<file path="config.mk">
export PLATFORM = sky130hd
export DESIGN_NAME = tisu_top
export DESIGN_NICKNAME = d
export VERILOG_FILES = /design/src/tisu_pkg.sv /design/src/tisu_top.sv /design/src/tisu_stack_mem.sv
export VERILOG_INCLUDE_DIRS = /design/src /design/src/src
export SDC_FILE = /design/constraint.sdc
export NUM_CORES = 1
export LEC_CHECK = 0
export BUFFER_PORTS_ARGS = -buffer_cell sky130_fd_sc_hd__buf_2
export CAP_MARGIN = 0
export CORE_MARGIN = 2
export CORE_UTILIZATION = 55
export CTS_CLUSTER_DIAMETER = 30
export DETAILED_ROUTE_END_ITERATION = 6
export GPL_TIMING_DRIVEN = 0
export MAX_ROUTING_LAYER = met4
export PLACE_DENSITY = 0.74
export SETUP_SLACK_MARGIN = 0.4
export SYNTH_ARGS = -nofsm -noshare
export SYNTH_HDL_FRONTEND = slang
export SYNTH_SLANG_ARGS = --single-unit
</file>
<file path="constraint.sdc">
create_clock -name sys_clk -period 4.08 [get_ports sys_clk]
set_clock_uncertainty 0.15 [all_clocks]
set_input_delay 0.612 -clock sys_clk [delete_from_list [all_inputs] [get_ports sys_clk]]
set_output_delay 0.612 -clock sys_clk [all_outputs]
set_load 0.02 [all_outputs]
</file>
<file path="src/tisu_params.svh">
// Register map, field positions, reset values and fixed addresses
`ifndef TISU_PARAMS_SVH
`define TISU_PARAMS_SVH
// ------------------------------------------------------------
// Register indices (byte address is four times the index)
// ------------------------------------------------------------
`define TISU_IDX_SRC_EN 4'h0
`define TISU_IDX_REQ_FLAG 4'h1
`define TISU_IDX_EDGE_SEL 4'h2
`define TISU_IDX_COUNT 4'h3
`define TISU_IDX_STACK_PTR 4'h4
`define TISU_IDX_CORE_CTRL 4'h5
`define TISU_IDX_MODE 4'h6
`define TISU_IDX_OSC_CTRL 4'h7
`define TISU_IDX_WAKE_EN 4'h8
// ------------------------------------------------------------
// Field positions
// ------------------------------------------------------------
`define TISU_MODE_SRC 7:5
`define TISU_MODE_DIV 4:3
`define TISU_MODE_BIT 2:0
`define TISU_EDGE_PIN 1:0
`define TISU_EDGE_TMR 4
`define TISU_FLAG_PIN 0
`define TISU_FLAG_TMR 2
`define TISU_FLAG_MASK 8'h05
`define TISU_CMD_GIE_ON 0
`define TISU_CMD_GIE_OFF 1
`define TISU_CMD_RETI 2
`define TISU_CMD_LSLEEP 3
`define TISU_CMD_DSLEEP 4
`define TISU_CMD_PUSH 5
`define TISU_CMD_POP 6
// ------------------------------------------------------------
// Reset values and fixed numbers
// ------------------------------------------------------------
`define TISU_MODE_RST 8'h00
`define TISU_OSC_RST 2'h3
`define TISU_INT_VECTOR 16'h0010
`define TISU_SP_STEP 8'h02
`endif

</file>
<file path="src/tisu_pkg.sv">
// Types shared by the timer, interrupt and sleep unit
package tisu_pkg;
    typedef enum logic [2:0] {
        TISU_SRC_STOP = 3'h0,
        TISU_SRC_CORE = 3'h1,
        TISU_SRC_RSV2 = 3'h2,
        TISU_SRC_PIN4 = 3'h3,
        TISU_SRC_FAST = 3'h4,
        TISU_SRC_RSV5 = 3'h5,
        TISU_SRC_SLOW = 3'h6,
        TISU_SRC_PIN0 = 3'h7
    } tisu_src_t;
    typedef enum logic [1:0] {
        TISU_ST_IDLE = 2'h0,
        TISU_ST_POP = 2'h1
    } tisu_state_t;
    typedef struct packed {
        logic [15:0] pc;
        logic [7:0] acc;
        logic [7:0] flag;
    } tisu_core_in_t;
    typedef struct packed {
        logic run;
        logic fetch_load;
        logic [15:0] fetch_addr;
        logic restore;
        logic [7:0] acc;
        logic [7:0] flag;
    } tisu_core_out_t;
endpackage : tisu_pkg

</file>
<file path="src/tisu_top.sv">
// Timer, two-source interrupt unit and sleep control with Avalon slave
// Functional notes
// - Mode bits 7:5 pick stop, core, rsv, pin A4, fast, rsv, slow, pin A0.
// - Selected clock passes a prescaler dividing by 1, 4, 16 or 64.
// - Mode bits 2:0 pick counter bit 8 to 15 as timer request.
// - Counter is 16 bits, counts up once per prescaled tick.
// - Store loads counter from a word; load reads counter value.
// - Edge-select bit 4 picks rising or falling edge of chosen bit.
// - Timer request sets request flag bit 2.
// - Two request lines, pin A0 and timer, each with enable bit.
// - Only hardware sets flags; writing zero to a flag clears it.
// - Events set flags even when their enable bit is zero.
// - Pin flag edge selectable: rising, falling or both.
// - Global enable gates all requests before an interrupt is taken.
// - Entry pushes PC, adds 2 to pointer, clears global enable, jumps 0x010.
// - Return pops PC, subtracts 2, sets global enable, resumes.
// - Push and pop save and restore working and flag registers.
// - Light sleep gates only the core clock; oscillators keep state.
// - Deep sleep stops both oscillators; light sleep does not.
// - In light sleep timer stops on core clock or disabled oscillator.
// - Light sleep ends on enabled pin toggle or oscillator-timer request.
//
// The Avalon-MM interface to the registers was decided locally.
`timescale 1ns/10ps
`default_nettype none
`include "tisu_params.svh"
module tisu_top import tisu_pkg::*; (
    input wire logic sys_clk, // system clock, 25 MHz
    input wire logic rst_n, // asynchronous reset
    input wire logic [5:0] avs_address, // byte address
    input wire logic avs_read, // read request
    input wire logic avs_write, // write request
    input wire logic [31:0] avs_writedata, // write data
    input wire logic [3:0] avs_byteenable, // byte lanes
    output logic [31:0] avs_readdata, // read data
    output logic avs_waitrequest, // stall
    input wire logic [7:0] port_a_pins, // port A pin levels
    input wire logic fast_osc_tick, // fast oscillator tick
    input wire logic slow_osc_tick, // slow oscillator tick
    input wire tisu_core_in_t core_in, // core state to save
    output var tisu_core_out_t core_out, // core control
    output logic fast_osc_en, // fast oscillator runs
    output logic slow_osc_en // slow oscillator runs
);
    // ------------------------------------------------------------
    // Functions
    // ------------------------------------------------------------
    function automatic logic pre_hit(input logic [1:0] div,
                                     input logic [5:0] pre);
        case (div)
            2'h0: pre_hit = 1'b1;
            2'h1: pre_hit = &pre[1:0];
            2'h2: pre_hit = &pre[3:0];
            2'h3: pre_hit = &pre[5:0];
            default: pre_hit = 1'b0;
        endcase
    endfunction : pre_hit

    function automatic logic edge_hit(input logic [1:0] sel,
                                      input logic now,
                                      input logic prev);
        case (sel)
            2'h1: edge_hit = now & ~prev;
            2'h2: edge_hit = ~now & prev;
            default: edge_hit = now ^ prev;
        endcase
    endfunction : edge_hit

    // ------------------------------------------------------------
    // State
    // ------------------------------------------------------------
    logic [7:0] mode;
    logic [7:0] src_en;
    logic [7:0] req_flag;
    logic [7:0] edge_sel;
    logic [15:0] count;
    logic [7:0] stack_ptr;
    logic [1:0] osc_ctrl;
    logic [7:0] wake_en;
    logic [5:0] prescale;
    logic [7:0] pins_q;
    logic sel_q;
    logic gie;
    logic light_sleep;
    logic deep_sleep;
    logic ack;
    logic pop_is_reti;
    tisu_state_t state;
    logic fetch_load;
    logic [15:0] fetch_addr;
    logic restore;
    logic [7:0] acc_out;
    logic [7:0] flag_out;
    logic [15:0] mem_rdata;

    // ------------------------------------------------------------
    // Bus decode
    // ------------------------------------------------------------
    wire logic req = avs_read | avs_write;
    wire logic busy = (state != TISU_ST_IDLE);
    wire logic [3:0] idx = avs_address[5:2];
    wire logic [7:0] wd8 = avs_writedata[7:0];
    wire logic wr_now = avs_write & ack;
    wire logic wr_lo = wr_now & avs_byteenable[0];
    wire logic src_en_wr = wr_lo & (idx == `TISU_IDX_SRC_EN);
    wire logic flag_wr = wr_lo & (idx == `TISU_IDX_REQ_FLAG);
    wire logic edge_wr = wr_lo & (idx == `TISU_IDX_EDGE_SEL);
    wire logic cnt_wr = wr_now & (idx == `TISU_IDX_COUNT);
    wire logic sp_wr = wr_lo & (idx == `TISU_IDX_STACK_PTR);
    wire logic ctrl_wr = wr_lo & (idx == `TISU_IDX_CORE_CTRL);
    wire logic mode_wr = wr_lo & (idx == `TISU_IDX_MODE);
    wire logic osc_wr = wr_lo & (idx == `TISU_IDX_OSC_CTRL);
    wire logic wake_wr = wr_lo & (idx == `TISU_IDX_WAKE_EN);

    assign avs_waitrequest = req & ~ack;

    // ------------------------------------------------------------
    // Clock sources and prescaler
    // ------------------------------------------------------------
    wire logic core_run = ~light_sleep & ~deep_sleep;
    assign fast_osc_en = osc_ctrl[0] & ~deep_sleep;
    assign slow_osc_en = osc_ctrl[1] & ~deep_sleep;
    wire tisu_src_t src = tisu_src_t'(mode[`TISU_MODE_SRC]);
    wire logic a0_rise = port_a_pins[0] & ~pins_q[0];
    wire logic a4_rise = port_a_pins[4] & ~pins_q[4];
    logic src_tick;

    always_comb begin
        case (src)
            TISU_SRC_CORE: src_tick = core_run;
            TISU_SRC_PIN4: src_tick = a4_rise;
            TISU_SRC_FAST: src_tick = fast_osc_tick & fast_osc_en;
            TISU_SRC_SLOW: src_tick = slow_osc_tick & slow_osc_en;
            TISU_SRC_PIN0: src_tick = a0_rise;
            default: src_tick = 1'b0;
        endcase
    end

    wire logic pre_tick = src_tick & pre_hit(mode[`TISU_MODE_DIV], prescale);

    // ------------------------------------------------------------
    // Counter and timer request
    // ------------------------------------------------------------
    logic [15:0] next_count;

    always_comb begin
        next_count = pre_tick ? count + 16'h0001 : count;
        if (cnt_wr & avs_byteenable[0]) begin
            next_count[7:0] = avs_writedata[7:0];
        end
        if (cnt_wr & avs_byteenable[1]) begin
            next_count[15:8] = avs_writedata[15:8];
        end
    end

    wire logic sel_bit = count[{1'b1, mode[`TISU_MODE_BIT]}];
    wire logic tmr_evt = edge_sel[`TISU_EDGE_TMR] ? (sel_q & ~sel_bit)
                                                  : (~sel_q & sel_bit);
    wire logic pin_evt = edge_hit(edge_sel[`TISU_EDGE_PIN],
                                  port_a_pins[0], pins_q[0]);

    // ------------------------------------------------------------
    // Request flags and interrupt entry
    // ------------------------------------------------------------
    wire logic [7:0] flag_set = {5'h00, tmr_evt, 1'b0, pin_evt};
    wire logic [7:0] next_flag = (flag_set |
                                  (flag_wr ? (req_flag & wd8) : req_flag))
                                 & `TISU_FLAG_MASK;
    wire logic pending = |(req_flag & src_en & `TISU_FLAG_MASK);
    wire logic take_int = gie & pending & core_run & ~busy
                          & ~ctrl_wr & ~sp_wr;

    // ------------------------------------------------------------
    // Stack commands
    // ------------------------------------------------------------
    wire logic do_reti = ctrl_wr & wd8[`TISU_CMD_RETI];
    wire logic do_pop = ctrl_wr & wd8[`TISU_CMD_POP] & ~do_reti;
    wire logic do_push = ctrl_wr & wd8[`TISU_CMD_PUSH] & ~do_reti
                         & ~wd8[`TISU_CMD_POP];
    wire logic [7:0] sp_dec = stack_ptr - `TISU_SP_STEP;
    wire logic [7:0] sp_inc = stack_ptr + `TISU_SP_STEP;
    wire logic mem_we = take_int | do_push;
    wire logic [15:0] mem_wdata = take_int ? core_in.pc
                                           : {core_in.flag, core_in.acc};
    logic [7:0] next_sp;

    always_comb begin
        next_sp = stack_ptr;
        if (sp_wr) begin
            next_sp = wd8;
        end else if (mem_we) begin
            next_sp = sp_inc;
        end else if (do_reti | do_pop) begin
            next_sp = sp_dec;
        end
    end

    tisu_stack_mem u_stack (
        .sys_clk(sys_clk),
        .we(mem_we),
        .waddr(stack_ptr[5:1]),
        .wdata(mem_wdata),
        .raddr(sp_dec[5:1]),
        .rdata(mem_rdata)
    );

    // ------------------------------------------------------------
    // Sleep and wake
    // ------------------------------------------------------------
    wire logic pin_toggle = |((port_a_pins ^ pins_q) & wake_en);
    wire logic tmr_wake = tmr_evt & ((src == TISU_SRC_FAST) |
                                     (src == TISU_SRC_SLOW));
    // light sleep gates core clock only
    wire logic next_light = light_sleep ? ~(pin_toggle | tmr_wake)
                                        : ctrl_wr & wd8[`TISU_CMD_LSLEEP];
    wire logic next_deep = deep_sleep ? ~pin_toggle
                                      : ctrl_wr & wd8[`TISU_CMD_DSLEEP];
    wire logic pop_done = (state == TISU_ST_POP);

    // ------------------------------------------------------------
    // Read mux
    // ------------------------------------------------------------
    wire logic [7:0] ctrl_stat = {4'h0, core_run, deep_sleep,
                                  light_sleep, gie};
    wire logic [31:0] rd_mux =
        (idx == `TISU_IDX_SRC_EN) ? {24'h000000, src_en} :
        (idx == `TISU_IDX_REQ_FLAG) ? {24'h000000, req_flag} :
        (idx == `TISU_IDX_EDGE_SEL) ? {24'h000000, edge_sel} :
        (idx == `TISU_IDX_COUNT) ? {16'h0000, count} :
        (idx == `TISU_IDX_STACK_PTR) ? {24'h000000, stack_ptr} :
        (idx == `TISU_IDX_CORE_CTRL) ? {24'h000000, ctrl_stat} :
        (idx == `TISU_IDX_MODE) ? {24'h000000, mode} :
        (idx == `TISU_IDX_OSC_CTRL) ? {30'h0, osc_ctrl} :
        (idx == `TISU_IDX_WAKE_EN) ? {24'h000000, wake_en} :
        32'h00000000;

    // ------------------------------------------------------------
    // Bus handshake
    // ------------------------------------------------------------
    always_ff @(posedge sys_clk or negedge rst_n) begin
        if (!rst_n) begin
            ack <= 1'b0;
            avs_readdata <= 32'h00000000;
        end else begin
            ack <= req & ~ack & ~busy;
            if (avs_read & ~ack & ~busy) begin
                avs_readdata <= rd_mux;
            end
        end
    end

    // ------------------------------------------------------------
    // Configuration registers
    // ------------------------------------------------------------
    always_ff @(posedge sys_clk or negedge rst_n) begin
        if (!rst_n) begin
            mode <= `TISU_MODE_RST;
            src_en <= 8'h00;
            edge_sel <= 8'h00;
            osc_ctrl <= `TISU_OSC_RST;
            wake_en <= 8'h00;
        end else begin
            if (mode_wr) begin
                mode <= wd8;
            end
            if (src_en_wr) begin
                src_en <= wd8 & `TISU_FLAG_MASK;
            end
            if (edge_wr) begin
                edge_sel <= wd8;
            end
            if (osc_wr) begin
                osc_ctrl <= wd8[1:0];
            end
            if (wake_wr) begin
                wake_en <= wd8;
            end
        end
    end

    // ------------------------------------------------------------
    // Timer and flags
    // ------------------------------------------------------------
    always_ff @(posedge sys_clk or negedge rst_n) begin
        if (!rst_n) begin
            count <= 16'h0000;
            prescale <= 6'h00;
            pins_q <= 8'h00;
            sel_q <= 1'b0;
            req_flag <= 8'h00;
        end else begin
            count <= next_count;
            prescale <= src_tick ? prescale + 6'h01 : prescale;
            pins_q <= port_a_pins;
            sel_q <= sel_bit;
            req_flag <= next_flag;
        end
    end

    // ------------------------------------------------------------
    // Sequencer, stack and global enable
    // ------------------------------------------------------------
    always_ff @(posedge sys_clk or negedge rst_n) begin
        if (!rst_n) begin
            state <= TISU_ST_IDLE;
            pop_is_reti <= 1'b0;
            stack_ptr <= 8'h00;
            gie <= 1'b0;
            light_sleep <= 1'b0;
            deep_sleep <= 1'b0;
        end else begin
            stack_ptr <= next_sp;
            light_sleep <= next_light;
            deep_sleep <= next_deep;
            case (state)
                TISU_ST_IDLE: begin
                    if (do_reti | do_pop) begin
                        state <= TISU_ST_POP;
                        pop_is_reti <= do_reti;
                    end
                end
                TISU_ST_POP: begin
                    state <= TISU_ST_IDLE;
                end
                default: begin
                    state <= TISU_ST_IDLE;
                end
            endcase
            if (take_int) begin
                gie <= 1'b0;
            end else if (pop_done & pop_is_reti) begin
                gie <= 1'b1;
            end else if (ctrl_wr & wd8[`TISU_CMD_GIE_OFF]) begin
                gie <= 1'b0;
            end else if (ctrl_wr & wd8[`TISU_CMD_GIE_ON]) begin
                gie <= 1'b1;
            end
        end
    end

    // ------------------------------------------------------------
    // Core side outputs
    // ------------------------------------------------------------
    always_ff @(posedge sys_clk or negedge rst_n) begin
        if (!rst_n) begin
            fetch_load <= 1'b0;
            fetch_addr <= 16'h0000;
            restore <= 1'b0;
            acc_out <= 8'h00;
            flag_out <= 8'h00;
        end else begin
            fetch_load <= take_int | (pop_done & pop_is_reti);
            restore <= pop_done & ~pop_is_reti;
            if (take_int) begin
                fetch_addr <= `TISU_INT_VECTOR;
            end else if (pop_done & pop_is_reti) begin
                fetch_addr <= mem_rdata;
            end
            if (pop_done & ~pop_is_reti) begin
                acc_out <= mem_rdata[7:0];
                flag_out <= mem_rdata[15:8];
            end
        end
    end

    assign core_out.run = core_run;
    assign core_out.fetch_load = fetch_load;
    assign core_out.fetch_addr = fetch_addr;
    assign core_out.restore = restore;
    assign core_out.acc = acc_out;
    assign core_out.flag = flag_out;
endmodule : tisu_top
`default_nettype wire

</file>
<file path="src/tisu_stack_mem.sv">
// Word-wide stack memory with a registered read port
`timescale 1ns/10ps
`default_nettype none
module tisu_stack_mem (
    input wire logic sys_clk, // system clock
    input wire logic we, // write strobe
    input wire logic [4:0] waddr, // write word address
    input wire logic [15:0] wdata, // write data
    input wire logic [4:0] raddr, // read word address
    output logic [15:0] rdata // read data, one cycle later
);
    logic [15:0] mem [0:31];

    always_ff @(posedge sys_clk) begin
        if (we) begin
            mem[waddr] <= wdata;
        end
        rdata <= mem[raddr];
    end
endmodule : tisu_stack_mem
`default_nettype wire

</file>
* Word-level counts from Yosys, hierarchy flattened
Memory sizes are Yosys's and may differ from the RTL's. A register that Yosys moved wholly into a read port is not among the register bits. Cells that the tools add are included.
Storage, ports and cells: flip-flop bits (word level) 142, word-level logic and storage cells 174, bits in writable memories 512, memories 1, input bits 88
Cells by class: equal/unequal tests 20, multiplexer cells 35, magnitude comparators 1, bitwise gates (word level) 74, $add $sub $neg 4, reduce and logical (&&, ||, !) cells 15
Memories:
- u_stack.mem | depth 32, bits a word 16, read ports 1, clocked after memory_dff 1, wr ports 1, line tisu_stack_mem.sv:12 | logic [15:0] mem [0:31];
Operators with widths (number):
- 16-bit 2-to-1 mux | 8
- 8-bit 2-to-1 mux | 10
- 1-bit AND | 46
- 16-bit by 1-bit adder with 16-bit output (second input constant) | 1
- 4-bit by 3-bit equality test with 1-bit output (second input constant) | 4
- 1-bit inverter | 16
- 1-bit 2-to-1 mux | 10
- 3-bit equality test (second input constant) | 3
- 8-bit by 2-bit adder with 8-bit output (second input constant) | 1
- 8-bit AND | 1
- 4-bit by 2-bit equality test with 1-bit output (second input constant) | 2
- 2-bit nonzero test | 4
- 8-bit OR reduction | 1
- 8-bit by 2-bit subtractor with 8-bit output (second input constant) | 1
- 8-bit XOR | 1
- 6-bit by 1-bit adder with 6-bit output (second input constant) | 1
- 3-bit AND | 2
- 2-bit by 1-bit equality test with 1-bit output (second input constant) | 3
- 2-bit equality test (second input constant) | 3
- 1-bit bitwise OR | 6
- 6-bit AND reduction | 1
- 4-bit by 5-bit < comparator with 1-bit output (second input constant) | 1
- 1-bit one-hot mux with 5 select lines | 1
- 4-bit by 1-bit equality test with 1-bit output (second input constant) | 1
- other kinds (18) | 21

* Logic depth before layout (Yosys ltp)
Gate-level depths: netlist of the first run.
depth in word-level cells 10, gate-level depth with buffers 12, depth with buffers taken out 7

* Modules after synthesis
A second synthesis of the first run with hierarchy kept.
Unflattened totals: cells, all modules 1786, area total of the unflattened synthesis 27092.2 um2
By module, submodules not included:
- tisu_stack_mem | instances 1, cells each 1143, area each 20535.9 um2
- tisu_top | instances 1, cells each 643, area each 6556.3 um2

* Least setup slack after synthesis of the first run
OpenSTA, ideal clock, no wires.
path kind in2reg, start point input avs_writedata[2], end point memory u_stack.mem[30][0], enable pin, path buffers 2, required time 3.542 ns, path slack 0.815 ns, arrival time 2.726 ns, stages 7, cells stage by stage clkbuf_1 > or3b_2 > nor3_1 > or2_1 > buf_2 > nand2_1 > nor2_1
On the way: word-level cells in the longest chain between the ends 7
Ends and longest elaborated chain:
- start, declared | line tisu_top.sv:33 | input wire logic [31:0] avs_writedata,
- 1-bit AND | line tisu_top.sv:176 | wire logic do_reti = ctrl_wr & wd8[`TISU_CMD_RETI];
- 1-bit inverter | line tisu_top.sv:178 | wire logic do_push = ctrl_wr & wd8[`TISU_CMD_PUSH] & ~do_reti
- 1-bit AND (2 in series) | line tisu_top.sv:178
- 1-bit bitwise OR | line tisu_top.sv:182 | wire logic mem_we = take_int | do_push;
- 1-bit 2-to-1 mux | line tisu_stack_mem.sv:15 | if (we) begin
- 1-bit 2-to-1 mux (not written as such) | line tisu_stack_mem.sv:16 | mem[waddr] <= wdata;
- end, declared | line tisu_stack_mem.sv:12
No other way between the ends.

* Worst setup path after layout of the first run
start point register state[0], end point memory u_stack.mem[14][6], enable pin
On the way: word-level cells in the longest chain between the ends 8
Ends and longest elaborated chain:
- start, declared | line tisu_top.sv:88 | tisu_state_t state;
- start signal, assigned | line tisu_top.sv:305 | state <= TISU_ST_IDLE;
- start signal, assigned | line tisu_top.sv:318 | state <= TISU_ST_POP;
- start signal, assigned | line tisu_top.sv:323 | state <= TISU_ST_IDLE;
- 2-bit nonzero test | line tisu_top.sv:100 | wire logic busy = (state != TISU_ST_IDLE);
- 1-bit inverter | line tisu_top.sv:170 | wire logic take_int = gie & pending & core_run & ~busy
- 1-bit AND | line tisu_top.sv:170
- 1-bit AND (2 in series) | line tisu_top.sv:171 | & ~ctrl_wr & ~sp_wr;
- 1-bit bitwise OR | line tisu_top.sv:182
- 1-bit 2-to-1 mux | line tisu_stack_mem.sv:15
- 1-bit 2-to-1 mux (not written as such) | line tisu_stack_mem.sv:16
No other way between the ends.

==> summary.md, run 1 <==
| Metric | Value |
|---|---|
| Pwr dens | 758 nW/um2 |
| Critical path origin | state[0]$_DFFE_PN0P_ |
| FF-to-FF End | u_stack.mem[14][6]$_DFFE_PP_ |
| Die Y | 224 um |
| DR vias | 16,483 |
| DP HPWL | 43,500 um |
| Max Clock Freq | 264 MHz |
| Synthesized instance count | 1,635 |
| Top-count cell post-synth | edfxtp_1 |
| Slew @ Worst Pin | 1.32 ns |
| Post-CTS Setup Inserts | 0 |
| Post-route antenna net violation count | 0 |
| Tot GR Track Use | 29.2% |
| Critical Path AT | 3.91 ns |
| Row cnt | 80 |
| Drt wl/cell | 26.9 um |
| Combinational Power Share | 30.9% |
| CP max FO | 16 |
| First-pass DRT Iterations | 6 |
| Synthesized area per cell | 16.3 um2 |
| Clock power share | 37.1% |
| Total power | 0.0246 W |
| Io pins | 158 |
| Die X | 224 um |
| Clk_lat worst skew | 0.66 ns |
| Synth top area share | 57.5% |
| Post-synth EDFFs | 512 |
| Largest net degree at the start of global routing | 93 |
| Seq pwr share | 32.0% |
| Worst vdd ir | 477 uV |
| Fin. max-slew vios | 0 |
| 1st-iter DRT viols | 1,846 |
| Synth top cells by count | 512 x edfxtp_1, 218 x nand2_1, 130 x mux4_2 |
| RR Startpoint | state[0]$_DFFE_PN0P_ |
| Yosys reg bits | 653 |
| Post-detailed-route via-to-cell ratio | 6.31 |
| H-tree Lvls | 3 |
| Worst Hold Path EP | count[12]$_DFFE_PN0P_ |
| Period utilization | 92.9% |
| Flop2flop setup slack | 0.29 ns |
| Ys flop type | edfxtp_1 |
| Die ar. | 50,400 um2 |
| CP Capture Type | register |
| Vias in the first global route | 16,480 |
| Asr flop ratio synth | 19.1% |
| Worst EP required | 4.20 ns |
| Clk slew on worst S/H paths | 0.05 ns |
| CP Launch Type | register |
| Initial Util | 55.9% |
| Syn-to-layout area delta | 21.5% |
| Final core utilization | 67.9% |
| Outcome | completed |
| Switching power | 0.00836 W |
| Int Pwr | 0.0163 W |
| Rel. slew slack | 12.1% |
| Synth cell types | 75 |
| CTS tree | done |
| DRC errors left | 0 |
| Lkg Pwr | 11.8 nW |
| Final WL | 70,300 um |
| Cell Area, Synth | 26,700 um2 |
| Reg2reg path depth | 7 |
| Sw Ratio | 34.0% |
| Synth top area cells | edfxtp_1 58%, dfrtp_1 12%, mux4_2 11%, nand2_1 3.1%, mux2_2 1.8% |
| Fillers | 3,049 |
| Worst setup path class | reg -> reg |
| Final min period | 3.79 ns |
| Fraction of the yosys area taken by sequential cells | 70.4% |
| Final hold violations | 0 |
| Hold_sp | avs_writedata[12] |
| CTS Buffer Depth | 3 |
| Synth warnings | 0 |
| Clock Sink Count | 653 |
| Area leader, netlist | edfxtp_1 |
| CTS Buf Count | 113 |
| Global-route wire length before repair | 104,000 um |
| Total grt overflow | 0 |
| Total Nets Final | 2,005 |
| Setup violations, final | 0 |
| Antenna violations before repair | 2 |
| Routability cong. | 0.938 |
| Max cap viols | 0 |
| Layout cells sized above 1 | 30.7% |
| WHS Path Cells | 3 |
| Worst min path class | in -> reg |
| Unrepaired setup endpoints after global routing | yes |
| # port buffers | 119 |
| Core ar. | 47,800 um2 |
| Root buffer cell | clkbuf_16 |
-- per-layer routing --
layer  vias up  GRT usage [%]  wire length, um
li1       6924              -                -
met1      8356           37.1            26600
met2      1007           46.0            34400
met3       196           6.41             6390
met4         0           12.2             2930
met5         -              -                0
-- layout make-up --
class / count / area [um2] / area share, %
inverters: 16 / 60.1 / 0.185
repair buffers: 140 / 885 / 2.72
well taps: 615 / 769 / 2.37
multi-input cells: 873 / 7630 / 23.5
clock buffers: 138 / 3030 / 9.32
flip-flops and latches: 653 / 18800 / 58.0
plain buffers: 108 / 571 / 1.76
diodes: 1 / 2.50 / 0.00771
clock inverters: 70 / 696 / 2.14
-- kinds of logic after synthesis --
kind of cell               count (synthesis)  share of synthesized area [%]
xor gates and xnor gates                  22                          0.721
other                                      1                         0.0140
buffers and inverters                    124                           2.15
AOI/OAI and AO/OA                        162                           4.23
DFF                                      653                           70.4
adders and majority gates                 12                          0.562
and+or+nand+nor                          465                           8.18
muxes                                    196                           13.7
-- registers in the layout, indices dropped and copies added, names as in the netlist, 6 cells and up --
| signal | count |
|---|---|
| u_stack.mem | 512 |
| flag_out | 8 |
| prescale | 6 |
| count | 16 |
| pins_q | 8 |
| avs_readdata | 16 |
| edge_sel | 8 |
| stack_ptr | 8 |
| fetch_addr | 16 |
| wake_en | 8 |
| acc_out | 8 |
| u_stack.rdata | 16 |
| mode | 8 |
-- power groups by stage --
stage,Combinational (W),Clock [W],Sequential [W]
after floorplan,0.00447,0,0.00794
after global placement,0.00698,0,0.00798
after detailed placement,0.00709,0,0.00799
after CTS,0.00736,0.00919,0.00787
after global routing,0.00796,0.00948,0.00791
final,0.00761,0.00913,0.00788
-- how the worst max path moves through the flow --
| stage | to | depth (start not counted) |
|---|---|---|
| floorplan | u_stack.mem[30][0]$_DFFE_PP_ | 7 |
| global placement | u_stack.rdata[3]$_DFF_P_ | 12 |
| detailed placement | u_stack.rdata[10]$_DFF_P_ | 12 |
| CTS | u_stack.mem[25][3]$_DFFE_PP_ | 7 |
| global route | u_stack.mem[24][11]$_DFFE_PP_ | 7 |
| finish | u_stack.mem[14][6]$_DFFE_PP_ | 7 |
-- critical path, stage by stage, from the launching register on --
cell	delay (ns)
dfrtp_1	0.35
clkbuf_1	0.25
or4b_1	0.55
a211oi_2	0.33
or2_1	0.16
buf_2	0.16
nand2_1	0.50
nor2_2	0.96
-- layout by cell type (no fill, tap or decap), types with 19 or more instances in the layout --
master,instances
edfxtp_1,512
nand4_1,51
nor2_1,39
nand3_1,36
a31oi_1,23
mux2_2,54
clkbuf_16,117
buf_2,136
clkbuf_1,66
mux4_2,130
dfrtp_1,123
clkinv_2,19
nand2_1,218
nor2_2,24
buf_4,25
a21oi_1,30
-- timing repair --
item | CTS | global route
gates cloned | 0 | 0
setup endpoints to repair | 401 | 381
hold endpoints to repair | 41 | 0
pin swaps | 0 | 0
hold buffers | 9 | 0
resized for setup | 43 | 32
-- metrics by stage --
step,area (um2),hold slack [ns],setup TNS (ns),cells,setup WS [ns]
3_3_place_gp,28100,0.287,-204.70,2384,-0.817
5_1_grt,32500,0.0539,0,2613,0.172
2_1_floorplan,26800,0.166,0,1650,0.815
6_report,32500,0.0405,0,2614,0.290
3_5_place_dp,28400,0.297,-35.97,2396,-0.952
4_1_cts,32400,0.0174,0,2613,0.368
Power figures use the tool's default switching activity.
==> inputs of run 2 (changes only) <==
--- a/config.mk
+++ b/config.mk
@@ -15,6 +15,7 @@
 export GPL_TIMING_DRIVEN = 0
 export MAX_ROUTING_LAYER = met4
 export PLACE_DENSITY = 0.74
+export RECOVER_POWER = 25
 export SETUP_SLACK_MARGIN = 0.4
 export SYNTH_ARGS = -nofsm -noshare
 export SYNTH_HDL_FRONTEND = slang
==> run 2 against run 1 <==
Compared with the run above: the flow now finishes with violations (capacitance limit, slew limit); power fell by 0.17%; worst setup slack got worse by 0.036 ns; routed wire length fell by 0.12%; global-route usage did not move; critical path depth rose by 1; highest routed layer unchanged.
==> summary.md, run 2 (synthesized netlist as in run 1, its figures left out) <==
| Metric | Value |
|---|---|
| Setup slack at placement | -0.952 ns (unchanged) |
| Largest reg by FF count | u_stack.mem |
| Clock Sink Count | 653 (unchanged) |
| Vias in the first global route | 16,480 (unchanged) |
| Worst setup path class | reg -> reg |
| Antenna violations before repair | 2 (unchanged) |
| Die X | 224 um (unchanged) |
| Total grt overflow | 0 (unchanged) |
| Die ar. | 50,400 um2 (unchanged) |
| Largest net degree at the start of global routing | 93 (unchanged) |
| CP Launch Type | register |
| Critical Path AT | 3.95 ns (+0.04 ns) |
| Total Nets Final | 2,005 (unchanged) |
| Period utilization | 93.8% (+0.88 points) |
| Tot GR Track Use | 29.2% (unchanged) |
| CTS tree | done |
| Row cnt | 80 (unchanged) |
| Commonest non-fill, non-tap cell in the layout | edfxtp_1 |
| CTS Buffer Depth | 3 (unchanged) |
| Metal-1 WL | 26,400 um (-0.59%) |
| Final min period | 3.83 ns (+0.0360 ns) |
| Drt wl/cell | 26.9 um (-0.15%) |
| Max layer used | met4 |
| Post-CTS Setup Inserts | 0 (unchanged) |
| Wire length on met2 | 34,200 um (-0.59%) |
| Post-route cell area | 32,300 um2 (-0.42%) |
| # port buffers | 119 (unchanged) |
| Failing checks | capacitance limit, slew limit |
| Worst vdd ir | 476 uV (-0.23%) |
| Worst EP required | 4.20 ns (about the same) |
| First-pass DRT Iterations | 6 (unchanged) |
| Worst min path class | in -> reg |
| Placed inst area | 28,400 um2 (unchanged) |
| Slew @ Worst Pin | 2.04 ns (+0.722 ns) |
| Final worst slack | 0.254 ns (-0.0360 ns) |
| Max reg flops | 512 (unchanged) |
| Final hold violations | 0 (unchanged) |
| Setup violations, final | 0 (unchanged) |
| Unrepaired setup endpoints after global routing | yes |
| Crit-path cells | clkbuf_1 -> or4b_1 -> a211oi_2 -> or2_1 -> buf_2 -> nand2_1 -> nor2_1 -> dlymetal6s2s_1 |
| Global-route wire length before repair | 104,000 um (unchanged) |
| Post-detailed-route via-to-cell ratio | 6.32 (+0.16%) |
| Die Y | 224 um (unchanged) |
| Lkg Pwr | 11.5 nW (-2.2%) |
| Io pins | 158 (unchanged) |
| Layout cells sized above 1 | 26.6% (-4.1 points) |
| CP peak stage delay | 0.72 ns (-0.24 ns) |
| DR vias | 16,515 (+0.19%) |
| Core ar. | 47,800 um2 (unchanged) |
| Met3 routed WL | 6590 um (+3.0%) |
| DRC errors left | 0 (unchanged) |
| DP HPWL | 43,500 um (unchanged) |
| H-tree Lvls | 3 (unchanged) |
| Root buffer cell | clkbuf_16 |
| Outcome | finished with violations |
| Commonest cells after routing, fill and taps aside | 512 x edfxtp_1, 218 x nand2_1, 135 x clkbuf_1 |
| Post-route antenna net violation count | 0 (unchanged) |
| Max Clock Freq | 261 MHz (-0.94%) |
| Final WL | 70,200 um (-0.12%) |
| Register Area | 18,800 um2 (unchanged) |
| Routability cong. | 0.938 (unchanged) |
| CP Capture Type | register |
| CP max FO | 16 (unchanged) |
| Clk_lat worst skew | 0.65 ns (about the same) |
| Pwr dens | 760 nW/um2 (+0.25%) |
| CTS Buf Count | 113 (unchanged) |
| Max cap viols | 1 (+1) |
| Initial Util | 55.9% (unchanged) |
| Fin. max-slew vios | 34 (+34) |
| Area of the multi-input gates | 7590 um2 (-0.57%) |
| 1st-iter DRT viols | 1,965 (+6.4%) |
| Rel. slew slack | -36.0% (-48 points) |
| Clk slew on worst S/H paths | 0.05 ns (about the same) |
| Syn-to-layout area delta | 21.0% |
| Critical-path top delay cell | dlymetal6s2s_1 |
| Fillers | 3,082 (+1.1%) |
## run 2: layout make-up
cell class	instances	share of cell area, %
timing repair buffer	140	2.46
tap	615	2.38
clock buffer	138	9.36
multi-input combinational	873	23.5
inverter	16	0.186
antenna	2	0.0155
sequential	653	58.2
clock inverter	70	2.15
buffer	108	1.75
## run 2: routing by layer
metal  vias to the layer above  global-route usage [%]
met4                         0                    12.2
met3                       208                    6.41
met5                         -                       -
met2                      1057                    46.0
li1                       6930                       -
met1                      8320                    37.1
## run 2: metrics by stage
step | util (%) | setup TNS, ns | power (W) | hold WS, ns | cells
after floorplan | - | 0 | 0.0124 | 0.166 | 1650
after global placement | 58.8 | -204.70 | 0.0150 | 0.287 | 2384
after detailed placement | 59.4 | -35.97 | 0.0151 | 0.297 | 2396
after CTS | 67.6 | 0 | 0.0244 | 0.0174 | 2613
after global routing | 67.6 | 0 | 0.0253 | 0.0501 | 2613
final | 67.6 | 0 | 0.0246 | 0.0360 | 2615
## run 2: what timing repair did
item	in CTS	in global routing
hold buffers	9	0
setup endpoints to repair	401	381
gates resized for setup	43	32
endpoints found under the hold margin	41	0
## run 2: path summary, 6_finish.rpt
kind                                           from                           end  slack [ns]  cells past startpoint
max                            state[0]$_DFFE_PN0P_  u_stack.mem[8][11]$_DFFE_PP_        0.25                      8
min reg2reg                u_stack.rdata[9]$_DFF_P_     fetch_addr[9]$_DFFE_PN0P_        0.30                      2
min in group asynchronous                     rst_n      stack_ptr[5]$_DFFE_PN0P_        0.96                      2
max reg2reg                    state[0]$_DFFE_PN0P_  u_stack.mem[8][11]$_DFFE_PP_        0.25                      8
max in group asynchronous                     rst_n        acc_out[4]$_DFFE_PN0P_        1.56                      3
min                               avs_writedata[12]         count[12]$_DFFE_PN0P_        0.04                      3
## run 2: power breakdown
group / total (W) / switching [W] / leakage (nW) / internal [W]
Clock: 0.00913 / 0.00319 / 1.80 / 0.00593
Combinational: 0.00757 / 0.00488 / 3.35 / 0.00269
Sequential: 0.00788 / 0.000276 / 6.36 / 0.00760
Total: 0.0246 / 0.00834 / 11.5 / 0.0162
## run 2: critical path, delay by kind of cell, from the launching register on
kind                   cells  cell delay, ns
and+or+nand+nor            4            1.46
buffers and inverters      3            1.12
DFF                        1            0.35
AOI/OAI and AO/OA          1            0.35
